===== config.mk =====
export PLATFORM = sky130hd
export DESIGN_NAME = tmr_counter
export DESIGN_NICKNAME = d
export VERILOG_FILES = /design/src/rtl/tmr_pkg.sv /design/src/rtl/tmr_sync.sv /design/src/rtl/tmr_counter.sv
export SDC_FILE = /design/constraint.sdc
export NUM_CORES = 1
export LEC_CHECK = 0
export ABC_CLOCK_PERIOD_IN_PS = 1850
export BUFFER_PORTS_ARGS = -buffer_cell sky130_fd_sc_hd__buf_2
export CORE_UTILIZATION = 48
export DETAILED_ROUTE_END_ITERATION = 10
export PLACE_DENSITY = 0.76
export SYNTH_ARGS = -nofsm -noshare
export SYNTH_HDL_FRONTEND = slang
export SYNTH_SLANG_ARGS = --single-unit
export TNS_END_PERCENT = 5

===== constraint.sdc =====
create_clock -name clk_sys_i -period 1.85 [get_ports clk_sys_i]
set_input_delay 0.185 -clock clk_sys_i [delete_from_list [all_inputs] [get_ports clk_sys_i]]
set_output_delay 0.185 -clock clk_sys_i [all_outputs]
set_load 0.01 [all_outputs]

===== src/rtl/tmr_pkg.sv =====
// tmr_pkg: shared constants for the 16-bit timer/counter block
// assumes one system clock of 20 MHz and plain control ports, no bus
package tmr_pkg;
	// counter width and byte layout
	localparam int unsigned CNT_W = 16;
	localparam logic [15:0] CNT_RESET = 16'h0000;
	localparam logic [15:0] CNT_MAX = 16'hffff;
	localparam logic [7:0] BYTE_ZERO = 8'h00;

	// instruction clock is the system clock divided by four
	localparam logic [1:0] INSTR_PH_RESET = 2'h0;
	localparam logic [1:0] INSTR_PH_LAST = 2'h3;

	// prescaler: limit is (1 << select) - 1
	localparam logic [2:0] PSC_RESET = 3'h0;
	localparam logic [2:0] PSC_ONE = 3'h1;

	// system clock select code for secondary run
	localparam logic [1:0] SCS_CRYSTAL = 2'h1;

	// control register bit positions
	localparam int unsigned CTL_WIDE = 7;
	localparam int unsigned CTL_STATUS = 6;
	localparam int unsigned CTL_PS_HI = 5;
	localparam int unsigned CTL_PS_LO = 4;
	localparam int unsigned CTL_OSC = 3;
	localparam int unsigned CTL_SYNC = 2;
	localparam int unsigned CTL_SRC = 1;
	localparam int unsigned CTL_ON = 0;

	// power mode of the device
	typedef enum logic [1:0] {
		TMR_PM_RUN = 2'b00,
		TMR_PM_SEC_IDLE = 2'b01,
		TMR_PM_SLEEP = 2'b10
	} tmr_pm_t;
endpackage


===== src/rtl/tmr_sync.sv =====
// tmr_sync: two flip-flop synchroniser for pin levels
// assumes inputs are asynchronous to clk_sys_i
`timescale 1ns/1ps
`default_nettype none
module tmr_sync #(
	parameter int unsigned WIDTH = 2
) (
	// clock and reset
	input wire logic clk_sys_i,
	input wire logic reset_n_i,
	// levels
	input wire logic [WIDTH-1:0] async_i,
	output logic [WIDTH-1:0] sync_o
);
	logic [WIDTH-1:0] meta_r;
	logic [WIDTH-1:0] sync_r;

	// first stage feeds only the second
	always_ff @(posedge clk_sys_i) begin
		if (!reset_n_i) begin
			meta_r <= '0;
			sync_r <= '0;
		end else begin
			meta_r <= async_i;
			sync_r <= meta_r;
		end
	end

	assign sync_o = sync_r;
endmodule
`default_nettype wire


===== src/rtl/tmr_counter.sv =====
// tmr_counter: 16-bit timer/counter with crystal oscillator control,
// buffered 16-bit access, overflow flag and secondary clock status
// assumes cpu access strobes are one-cycle pulses on clk_sys_i
//
// Summary of operation
// sync disable bit counts external edges unsynchronised
// async counter runs in sleep, overflow wakes
// mode switch may drop or add one count
// falling edge required before first counted rise
// wide mode maps high address to buffer
// low read snapshots live high byte
// high write buffered, low write loads both
// wide mode: live high byte never accessed directly
// only low write clears prescaler in wide mode
// crystal oscillator runs only while enabled
// oscillator keeps running in power-managed modes
// software waits for oscillator start-up
// select code 01 runs system from crystal
// sleep with idle bit clear enters secondary idle
// status flag set while crystal clocks system
// monitored crystal failure shows other source
// low-power config selects oscillator power level
// counts 0000h to FFFFh, rollover is overflow
// overflow sets flag regardless of enable
// interrupt request only when enable set
// source select: instruction clock or external rise
// sync bit ignored with internal clock source
// prescale 1, 2, 4 or 8
// wide access bit at control bit 7
// flag sticky until software clears it
`timescale 1ns/1ps
`default_nettype none
module tmr_counter (
	// clock and reset
	input wire logic clk_sys_i,
	input wire logic reset_n_i,
	// control bits
	input wire logic timer_on_i,
	input wire logic clock_source_select_i,
	input wire logic ext_sync_disable_i,
	input wire logic [1:0] prescale_select_i,
	input wire logic crystal_osc_enable_i,
	input wire logic wide_access_mode_i,
	input wire logic crystal_low_power_cfg_i,
	// oscillator and power control
	input wire logic [1:0] system_clock_select_i,
	input wire logic idle_on_sleep_i,
	input wire logic sleep_req_i,
	input wire logic clock_monitor_en_i,
	input wire logic crystal_fail_i,
	// cpu access to the count bytes
	input wire logic wr_low_i,
	input wire logic wr_high_i,
	input wire logic rd_low_i,
	input wire logic rd_high_i,
	input wire logic [7:0] wdata_i,
	output logic [7:0] rdata_o,
	// interrupt
	input wire logic overflow_irq_enable_i,
	input wire logic overflow_irq_clear_i,
	output logic overflow_irq_flag_o,
	output logic irq_o,
	// status
	output logic crystal_clock_status_o,
	output logic [7:0] counter_control_reg_o,
	output logic [15:0] count_o,
	output tmr_pkg::tmr_pm_t power_mode_o,
	// pins
	input wire logic external_count_clock_i,
	input wire logic crystal_input_pin_i,
	output logic crystal_output_pin_o,
	output logic crystal_osc_run_o,
	output logic crystal_low_power_o
);
	import tmr_pkg::*;

	logic [15:0] count_r, count_nxt;
	logic [7:0] high_buf_r, high_buf_nxt;
	logic [7:0] rdata_r, rdata_nxt;
	logic [2:0] psc_r, psc_nxt;
	logic [1:0] ph_r, ph_nxt;
	logic flag_r, flag_nxt;
	logic armed_r, armed_nxt;
	logic lvl3_r, lvl4_r;
	tmr_pm_t pm_r, pm_nxt;
	logic [1:0] pins_sync;
	logic lvl2;
	logic rise_async, fall_async, rise_sync, fall_sync;
	logic ext_rise, ext_fall, ext_mode, asleep;
	logic instr_tick, src_tick, count_tick, ovf;
	logic any_write, crystal_run;
	logic [2:0] psc_lim;

	// synchronise both pins, the oscillator input and the count pin
	tmr_sync #(
		.WIDTH(2)
	) u_sync (
		.clk_sys_i(clk_sys_i),
		.reset_n_i(reset_n_i),
		.async_i({crystal_input_pin_i, external_count_clock_i}),
		.sync_o(pins_sync)
	);

	// oscillator input replaces the count pin as count source when enabled
	assign lvl2 = crystal_osc_enable_i ? pins_sync[1] : pins_sync[0];

	// extra stages: sync path lags the async path by one cycle
	always_ff @(posedge clk_sys_i) begin
		if (!reset_n_i) begin
			lvl3_r <= 1'b0;
			lvl4_r <= 1'b0;
		end else begin
			lvl3_r <= lvl2;
			lvl4_r <= lvl3_r;
		end
	end

	// switching paths may drop or add a count
	assign rise_async = lvl2 & ~lvl3_r;
	assign fall_async = ~lvl2 & lvl3_r;
	assign rise_sync = lvl3_r & ~lvl4_r;
	assign fall_sync = ~lvl3_r & lvl4_r;

	// sync disable only matters with external source
	assign ext_mode = clock_source_select_i;
	assign ext_rise = ext_sync_disable_i ? rise_async : rise_sync;
	assign ext_fall = ext_sync_disable_i ? fall_async : fall_sync;

	// instruction clock phase, four system clocks per tick
	assign instr_tick = (ph_r == INSTR_PH_LAST);
	assign ph_nxt = ph_r + 2'h1;

	// full sleep stops the timer and the synchronised counter
	assign asleep = (pm_r == TMR_PM_SLEEP);
	assign any_write = wr_low_i | wr_high_i;

	// arm on falling edge, disarm on write or stop
	assign armed_nxt = (!timer_on_i || !ext_mode || any_write) ? 1'b0 :
		(armed_r | ext_fall);

	// select the tick source, async keeps counting in sleep
	assign src_tick = !timer_on_i ? 1'b0 :
		!ext_mode ? (instr_tick & ~asleep) :
		ext_sync_disable_i ? (ext_rise & armed_r) :
		(ext_rise & armed_r & ~asleep);

	// prescaler limit 0, 1, 3 or 7
	assign psc_lim = (PSC_ONE << prescale_select_i) - PSC_ONE;
	assign count_tick = src_tick && (psc_r == psc_lim);

	// prescaler cleared by low write, or high write in byte mode
	assign psc_nxt = (wr_low_i || (wr_high_i && !wide_access_mode_i)) ?
		PSC_RESET : (count_tick ? PSC_RESET :
		(src_tick ? psc_r + PSC_ONE : psc_r));

	// overflow on rollover from the top value
	assign ovf = count_tick && (count_r == CNT_MAX) && !any_write;

	// writes: high goes to buffer in wide mode
	always_comb begin
		count_nxt = count_tick ? count_r + 16'h0001 : count_r;
		high_buf_nxt = high_buf_r;
		if (wide_access_mode_i) begin
			if (wr_high_i) begin
				high_buf_nxt = wdata_i;
			end
			if (wr_low_i) begin
				count_nxt = {wr_high_i ? wdata_i : high_buf_r, wdata_i};
			end else if (rd_low_i && !wr_high_i) begin
				// snapshot high byte on low read
				high_buf_nxt = count_r[15:8];
			end
		end else begin
			if (wr_high_i) begin
				count_nxt[15:8] = wdata_i;
			end
			if (wr_low_i) begin
				count_nxt[7:0] = wdata_i;
			end
		end
	end

	// read path: high address reads the buffer in wide mode
	assign rdata_nxt = rd_low_i ? count_r[7:0] :
		!rd_high_i ? rdata_r :
		wide_access_mode_i ? high_buf_r : count_r[15:8];

	// sticky flag, a new overflow wins over the clear
	assign flag_nxt = ovf | (flag_r & ~overflow_irq_clear_i);

	// crystal clocks system unless monitored failure
	assign crystal_run = (system_clock_select_i == SCS_CRYSTAL) &&
		crystal_osc_enable_i && !(clock_monitor_en_i && crystal_fail_i);

	// power modes, interrupt request wakes the device
	always_comb begin
		pm_nxt = pm_r;
		case (pm_r)
			TMR_PM_RUN: begin
				if (sleep_req_i) begin
					pm_nxt = (crystal_run && !idle_on_sleep_i) ?
						TMR_PM_SEC_IDLE : TMR_PM_SLEEP;
				end
			end
			TMR_PM_SEC_IDLE: begin
				if (irq_o || !crystal_run) begin
					pm_nxt = TMR_PM_RUN;
				end
			end
			TMR_PM_SLEEP: begin
				if (irq_o) begin
					pm_nxt = TMR_PM_RUN;
				end
			end
			default: begin
				pm_nxt = TMR_PM_RUN;
			end
		endcase
	end

	// state registers
	always_ff @(posedge clk_sys_i) begin
		if (!reset_n_i) begin
			count_r <= CNT_RESET;
			high_buf_r <= BYTE_ZERO;
			rdata_r <= BYTE_ZERO;
			psc_r <= PSC_RESET;
			ph_r <= INSTR_PH_RESET;
			flag_r <= 1'b0;
			armed_r <= 1'b0;
			pm_r <= TMR_PM_RUN;
		end else begin
			count_r <= count_nxt;
			high_buf_r <= high_buf_nxt;
			rdata_r <= rdata_nxt;
			psc_r <= psc_nxt;
			ph_r <= ph_nxt;
			flag_r <= flag_nxt;
			armed_r <= armed_nxt;
			pm_r <= pm_nxt;
		end
	end

	// request gated by the enable
	assign irq_o = flag_r & overflow_irq_enable_i;
	assign overflow_irq_flag_o = flag_r;
	assign rdata_o = rdata_r;
	assign count_o = count_r;
	assign power_mode_o = pm_r;

	// status follows the system clock source
	assign crystal_clock_status_o = crystal_run;

	// control readback, wide mode at bit 7
	always_comb begin
		counter_control_reg_o = BYTE_ZERO;
		counter_control_reg_o[CTL_WIDE] = wide_access_mode_i;
		counter_control_reg_o[CTL_STATUS] = crystal_run;
		counter_control_reg_o[CTL_PS_HI] = prescale_select_i[1];
		counter_control_reg_o[CTL_PS_LO] = prescale_select_i[0];
		counter_control_reg_o[CTL_OSC] = crystal_osc_enable_i;
		counter_control_reg_o[CTL_SYNC] = ext_sync_disable_i;
		counter_control_reg_o[CTL_SRC] = clock_source_select_i;
		counter_control_reg_o[CTL_ON] = timer_on_i;
	end

	// amplifier driven only by the enable, never by power mode
	assign crystal_osc_run_o = crystal_osc_enable_i;
	assign crystal_output_pin_o = crystal_osc_enable_i & ~pins_sync[1];

	// power level from the configuration bit
	assign crystal_low_power_o = crystal_osc_enable_i & crystal_low_power_cfg_i;

	// checks
	a_ovf_sets_flag: assert property (@(posedge clk_sys_i)
		disable iff (!reset_n_i) ovf |=> flag_r)
		else $error("overflow did not set flag");

	a_flag_sticky: assert property (@(posedge clk_sys_i)
		disable iff (!reset_n_i)
		flag_r && !overflow_irq_clear_i |=> flag_r)
		else $error("flag dropped without clear");

	a_irq_gate: assert property (@(posedge clk_sys_i)
		disable iff (!reset_n_i)
		irq_o |-> (flag_r && overflow_irq_enable_i))
		else $error("irq without flag and enable");

	a_low_snapshot: assert property (@(posedge clk_sys_i)
		disable iff (!reset_n_i)
		wide_access_mode_i && rd_low_i && !any_write
		|=> high_buf_r == $past(count_r[15:8]))
		else $error("low read did not snapshot high byte");

	a_wide_load: assert property (@(posedge clk_sys_i)
		disable iff (!reset_n_i)
		wide_access_mode_i && wr_low_i && !wr_high_i
		|=> count_r == {$past(high_buf_r), $past(wdata_i)})
		else $error("low write did not load both bytes");

	a_high_buffered: assert property (@(posedge clk_sys_i)
		disable iff (!reset_n_i)
		wide_access_mode_i && wr_high_i && !wr_low_i && !count_tick
		|=> count_r == $past(count_r) && high_buf_r == $past(wdata_i))
		else $error("high write reached live counter");

	a_psc_keep: assert property (@(posedge clk_sys_i)
		disable iff (!reset_n_i)
		wide_access_mode_i && wr_high_i && !wr_low_i && !src_tick
		|=> psc_r == $past(psc_r))
		else $error("high write cleared prescaler");

	a_psc_clear: assert property (@(posedge clk_sys_i)
		disable iff (!reset_n_i) wr_low_i |=> psc_r == PSC_RESET)
		else $error("low write kept prescaler");

	a_arm_first: assert property (@(posedge clk_sys_i)
		disable iff (!reset_n_i)
		ext_mode && !armed_r && !any_write |=> count_r == $past(count_r))
		else $error("count before falling edge");

	a_sleep_stop: assert property (@(posedge clk_sys_i)
		disable iff (!reset_n_i)
		asleep && !(ext_mode && ext_sync_disable_i) && !any_write
		|=> count_r == $past(count_r))
		else $error("timer counted in sleep");

	a_status_scs: assert property (@(posedge clk_sys_i)
		disable iff (!reset_n_i)
		system_clock_select_i != SCS_CRYSTAL |-> !crystal_clock_status_o)
		else $error("status set with other source");

	a_osc_off: assert property (@(posedge clk_sys_i)
		disable iff (!reset_n_i)
		!crystal_osc_enable_i |-> !crystal_output_pin_o && !crystal_osc_run_o)
		else $error("oscillator driven while disabled");
endmodule
`default_nettype wire


==> results of run 1 <==
[flip-flops by register name (all words and copies together) (netlist names)]
name and count:
count_o 16, high_buf_r 8, rdata_o 8, psc_r 3
ph_r 2, power_mode_o 2, u_sync.meta_r 2, u_sync.sync_o 2
armed_r 1, lvl3_r 1, lvl4_r 1, overflow_irq_flag_o 1
[cells in the mapped netlist (7+ instances only)]
cell	n	area, um2
dfxtp_1	47	941
inv_1	24	90.1
o22ai_1	10	62.6
nand2_1	17	63.8
nand4_1	9	56.3
and2_1	8	50.1
mux2i_1	9	90.1
clkbuf_1	18	67.6
o21ai_0	16	80.1
a221oi_1	9	78.8
o211ai_1	7	52.6
buf_4	9	67.6
nand3_1	11	55.1
a211oi_1	12	90.1
nor2_1	28	105
a21oi_1	16	80.1
[stage by stage]
step / instance area (um2) / setup slack [ps] / util (%) / setup TNS, ps / power, mW
after floorplan: 2830 / 21.5 / - / 0 / 1.45
after global placement: 3440 / -19.8 / 61.7 / -30.8 / 1.68
after detailed placement: 3440 / -75.3 / 61.7 / -362 / 1.69
after CTS: 3570 / -72.3 / 64.0 / -177 / 2.49
after global routing: 3640 / -185 / 65.3 / -1090 / 2.62
final: 3640 / -128 / 65.3 / -554 / 2.51
[power by group through the flow]
stage          Combinational [mW]  Sequential, mW  Clock (mW)
4_1_cts                     0.551            1.12       0.813
5_1_grt                     0.627            1.13       0.863
2_1_floorplan               0.272            1.18           0
6_report                    0.577            1.13       0.809
3_5_place_dp                0.547            1.15           0
3_3_place_gp                0.537            1.14           0
[final cells by class]
class                           instances  area, um2
Tap cell                               72       90.1
Multi-Input combinational cell        241       1690
Fill cell                             483       1930
Timing Repair Buffer                  116        704
Sequential cell                        47        943
Clock buffer                            6       82.6
Inverter                               25       93.8
Clock inverter                          2       35.0
[per-layer routing]
metal	GRT usage [%]	share of wire (%)	vias up
met3	4.88	9.5	16
met4	8.89	1.7	0
met5	0	0	-
met2	46.2	46	187
met1	40.5	43	1510
li1	-	-	1484
[worst min-delay path by stage]
| stage | startpoint | slack [ps] | endpoint |
|---|---|---|---|
| floorplan | external_count_clock_i | 310 | u_sync.meta_r[0] |
| global placement | external_count_clock_i | 390 | u_sync.meta_r[0] |
| detailed placement | external_count_clock_i | 400 | u_sync.meta_r[0] |
| CTS | external_count_clock_i | 80 | u_sync.meta_r[0] |
| global route | crystal_input_pin_i | 80 | u_sync.meta_r[1] |
| finish | crystal_input_pin_i | 80 | u_sync.meta_r[1] |
[kinds of logic after synthesis]
group / Yosys count / share of synthesized area [%]
multiplexers: 10 / 3.60
adder cells (fa/ha/maj): 3 / 1.33
buffers and inverters: 58 / 9.32
flip-flops: 47 / 33.4
AND/OR/NAND/NOR: 113 / 21.6
AO/OA/AOI/OAI: 113 / 30.2
XOR/XNOR: 2 / 0.622
[repair_timing]
| action | 4_1_cts | 5_1_grt |
|---|---|---|
| buffers inserted | 0 | 1 |
| pin swaps | 2 | 11 |
| gates resized for setup | 4 | 14 |
| cloned | 0 | 0 |
| endpoints found under the setup margin | 10 | 19 |
==> impl_metrics.py, run 1 <==
metrics = {
    "status": {
        "status": "finished, violations left",
        "violations": "setup timing",
    },
    "setup_path": {
        "crit_path_max_incr_delay_ps": 520,
        "cp_slowest_cell": "or4_1",
        "crit_end": "overflow_irq_flag_o",
        "rrSetupSlack_ps": -130,
        "crit_path_max_fanout": 9,
        "worstSetupStartpointType": "register",
        "end_kind": "register",
        "crit_required_ps": 2080,
        "path_depth": 6,
        "crit_type": "reg2reg",
        "arrival_ps": 2210,
        "critPathLaunch": "psc_r[0]",
        "regToRegStartpoint": "psc_r[0]",
        "crit_buf_inv": 1,
        "r2r-end": "overflow_irq_flag_o",
        "cp_top_family": "simple AND/OR/NAND/NOR gates",
        "path_cells": "or2_4, a2111oi_4, buf_4, nor2_4, or4_1, a21oi_1",
        "worstRegToRegCells": 6,
    },
    "die": {
        "ioPinCount": 72,
        "floorplan.rows": 27,
        "dieArea_um2": 6180,
        "start_util_pct": 50.5,
        "die_h_um": 78.6,
        "fp.dieW_um": 78.6,
        "core_area_um2": 5570,
    },
    "power": {
        "ir_worst_vdd_uv": 406,
        "p_sw_share_pct": 29.7,
        "net-switching-power_mw": 0.746,
        "power_frac_seq_pct": 44.8,
        "p_int_mw": 1.77,
        "powerDensity_nw_per_um2": 690,
        "p_comb_share_pct": 23.0,
        "power_leakage_nw": 1.57,
        "p_clk_share_pct": 32.2,
    },
    "drt": {
        "vias": 3197,
        "routed_wl_um": 8960,
        "antenna_left": 0,
        "drcViolationCount": 0,
        "wl_per_cell_um": 17.6,
        "vias_per_cell": 6.28,
        "drt_pre_antenna_iters": 5,
        "drt_iter0_markers": 354,
    },
    "finish": {
        "drive_gt1_share_pct": 33.2,
        "nNetsFinal": 471,
        "areaGrowthSynthToFinish_pct": 29.2,
        "antenna_cells": 0,
        "final_cell_mix": "71 x buf_2, 45 x dfxtp_1, 42 x buf_4",
        "fin_cells": 509,
        "final_common_cell": "buf_2",
    },
    "logic_synthesis": {
        "synth_area_per_cell_um2": 8.14,
        "synth-main-ff-cell": "dfxtp_1",
        "synth_warnings": 0,
        "syn_nets": 381,
        "async_flop_share_pct": 0,
        "synth-seq-cells": 47,
        "syn_inst": 346,
        "ys_types": 61,
        "syn-cell-area_um2": 2820,
        "ys_seq_area_share_pct": 33.4,
        "synth_edf_count": 0,
    },
    "cts": {
        "cts_tree": "done",
        "clk_path_buf_depth": 2,
        "clkSlewWorstSetupHoldPaths_ps": 90,
        "numCtsBuffers": 5,
        "hold_buffers": 0,
        "cts_root_buf": "clkbuf_8",
        "htreeDepth": 2,
        "clock_latency_ps": 310,
        "cts.sinks": 47,
    },
    "sta": {
        "timing.hold.ws_ps": 79.1,
        "rsz0062_at_grt": "yes",
        "min_period_over_period_pct": 107,
        "finalClockSkew_ps": 8.92,
        "period_needed_ps": 1980,
        "setup_viol": 7,
        "max-slew-margin-rel_pct": 57.3,
        "max_freq_ghz": 0.506,
        "worst_slack_ps": -128,
        "hold_violations": 0,
        "drv_slew": 0,
        "worst_pin_slew_ps": 639,
    },
    "placement": {
        "numPortBuffers": 71,
        "dpl.hpwl_um": 6580,
        "place_congestion": 0.950,
        "dp.cells": 500,
    },
    "global_route": {
        "grt_pass1_vias": 2871,
        "antenna_found_initial": 0,
        "grt_first_pass_wirelength_um": 14100,
        "grt_max_degree": 19,
        "grt_overflow": 0,
        "globalRouteTotalUtil_pct": 29.3,
    },
    "job": {
        "drv_cap": 0,
    },
    "worst_hold_path": {
        "hold_class": "in2reg",
        "hold_depth": 2,
    },
}
(Power assumes the default switching activity.)
==> run 2, diff against run 1 <==
--- a/config.mk
+++ b/config.mk
@@ -7,6 +7,7 @@
 export LEC_CHECK = 0
 export ABC_CLOCK_PERIOD_IN_PS = 1850
 export BUFFER_PORTS_ARGS = -buffer_cell sky130_fd_sc_hd__buf_2
+export CORE_MARGIN = 2
 export CORE_UTILIZATION = 48
 export DETAILED_ROUTE_END_ITERATION = 10
 export PLACE_DENSITY = 0.76
==> run 2 against run 1 <==
Effect of this change: the flow still finishes with violations (setup timing); register-to-register slack improved by 70 ps; critical path depth unchanged; clock-buffer cell count decreased by 1; global-route usage increased by 0.067 points; largest power group unchanged; cell count increased by 2.6%; via count increased by 1.3%; cell area increased by 2.7%; flip-flop and latch count unchanged; critical endpoint is now count_o[3]; first-iteration DRC count unchanged; hold slack got worse by 8.3 ps.
==> impl_metrics.py, run 2 (same netlist as run 1, synthesis figures left out) <==
metrics = {
    "status": {
        "status": "finished, violations left",
        "violations": "setup timing",
    },
    "finish": {
        "antenna_cells": 0,
        "nNetsFinal": 484,
        "final_common_cell": "buf_2",
        "final_cell_mix": "71 x buf_2, 55 x buf_4, 42 x dfxtp_1",
        "largest_reg_flops": 16,
        "fin_cells": 522,
        "drive_gt1_share_pct": 36.0,
        "areaGrowthSynthToFinish_pct": 32.7,
        "fillers": 465,
    },
    "die": {
        "ioPinCount": 72,
        "core_area_um2": 5570,
        "start_util_pct": 50.5,
        "dieArea_um2": 6500,
        "fp.dieW_um": 80.6,
        "die_h_um": 80.6,
        "floorplan.rows": 27,
    },
    "sta": {
        "setup_viol": 12,
        "drv_slew": 0,
        "finalClockSkew_ps": 8.30,
        "rsz0062_at_grt": "yes",
        "min_period_over_period_pct": 103,
        "worst_pin_slew_ps": 674,
        "timing.hold.ws_ps": 70.8,
        "max-slew-margin-rel_pct": 54.9,
        "hold_violations": 0,
        "tns_ps": -451,
        "max_freq_ghz": 0.524,
        "period_needed_ps": 1910,
        "worst_slack_ps": -59.6,
    },
    "worst_hold_path": {
        "hold_start": "external_count_clock_i",
        "hold_class": "in2reg",
    },
    "cts": {
        "numCtsBuffers": 5,
        "clk_path_buf_depth": 2,
        "clkSlewWorstSetupHoldPaths_ps": 100,
        "cts.sinks": 47,
        "cts_tree": "done",
        "cts_root_buf": "clkbuf_8",
        "htreeDepth": 2,
        "clock_latency_ps": 310,
        "hold_buffers": 0,
    },
    "drt": {
        "antenna_left": 0,
        "drcViolationCount": 0,
        "drt_pre_antenna_iters": 5,
        "wl_per_cell_um": 17.9,
        "drt_iter0_markers": 354,
        "routed_wl_um": 9320,
        "vias_per_cell": 6.20,
        "vias": 3237,
    },
    "setup_path": {
        "crit_path_max_fanout": 6,
        "crit_type": "reg2reg",
        "crit_buf_inv": 1,
        "worstSetupStartpointType": "register",
        "end_kind": "register",
        "crit_required_ps": 2100,
        "crit_path_max_incr_delay_ps": 560,
        "path_cells": "mux2i_1, buf_4, o32ai_4, a41oi_4, or4_1, a31oi_1",
        "critPathLaunch": "u_sync.sync_o[1]",
        "regToRegStartpoint": "u_sync.sync_o[1]",
        "arrival_ps": 2160,
        "cp_slowest_cell": "or4_1",
        "cp_top_family": "compound AO/OA/AOI/OAI gates",
    },
    "placement": {
        "dpl_worst_slack_ps": -110,
        "numPortBuffers": 71,
        "dp.cells": 508,
        "place_congestion": 0.989,
        "dpl.hpwl_um": 6760,
    },
    "power": {
        "p_clk_share_pct": 31.4,
        "power_frac_seq_pct": 45.1,
        "net-switching-power_mw": 0.767,
        "p_comb_share_pct": 23.5,
        "ir_worst_vdd_uv": 447,
        "powerDensity_nw_per_um2": 669,
        "power_leakage_nw": 1.64,
        "p_sw_share_pct": 30.6,
        "p_int_mw": 1.74,
    },
    "global_route": {
        "globalRouteTotalUtil_pct": 29.4,
        "antenna_found_initial": 0,
        "grt_first_pass_wirelength_um": 14800,
        "grt_max_degree": 18,
        "grt_overflow": 0,
        "grt_pass1_vias": 2940,
    },
    "job": {
        "drv_cap": 0,
    },
}
## run 2: cell count changes in the layout (fill, tap and decap cells not counted), moves of 2 or more
cell,delta
nor2_2,+2
buf_4,+13
dfxtp_1,-3
dfxtp_2,+3
## run 2: cell type report
class | instances | area [um2] | share of cell area [%]
well taps | 72 | 90.1 | 2.41
clock buffers | 5 | 68.8 | 1.84
inverters | 25 | 93.8 | 2.51
repair buffers | 128 | 791 | 21.1
clock inverters | 3 | 43.8 | 1.17
flip-flops and latches | 47 | 947 | 25.3
multi-input cells | 242 | 1710 | 45.6
## run 2: final timing paths
path	to	slack, ps	cells after the start
min reg2reg	ph_r[0]	430	1
max	count_o[3]	-60	6
min	u_sync.meta_r[0]	70	2
max reg2reg	count_o[3]	-60	6
## run 2: layer usage
layer  share of wire, %  up-vias  GRT usage [%]
li1                   -     1513              -
met4                1.9        0           9.49
met3                 11       20           6.29
met2                 46      194           46.0
met1                 42     1510           40.0
met5                  0        -              0
## run 2: timing repair
action | CTS | global route
resized for setup | 8 | 11
endpoints found under the setup margin | 11 | 20
pin swaps | 11 | 8
buffers inserted | 3 | 2
cloned | 1 | 0
## run 2: stage by stage
step / util, % / area [um2] / power, mW
2_1_floorplan: - / 2830 / 1.45
3_3_place_gp: 62.8 / 3500 / 1.69
3_5_place_dp: 62.8 / 3500 / 1.71
4_1_cts: 66.1 / 3680 / 2.48
5_1_grt: 67.1 / 3740 / 2.61
6_report: 67.1 / 3740 / 2.50
## run 2: power groups by stage
| stage | Sequential (mW) | Combinational [mW] | Clock [mW] |
|---|---|---|---|
| floorplan | 1.18 | 0.272 | 0 |
| global placement | 1.14 | 0.543 | 0 |
| detailed placement | 1.15 | 0.558 | 0 |
| CTS | 1.13 | 0.568 | 0.789 |
| global route | 1.14 | 0.637 | 0.836 |
| finish | 1.13 | 0.588 | 0.786 |
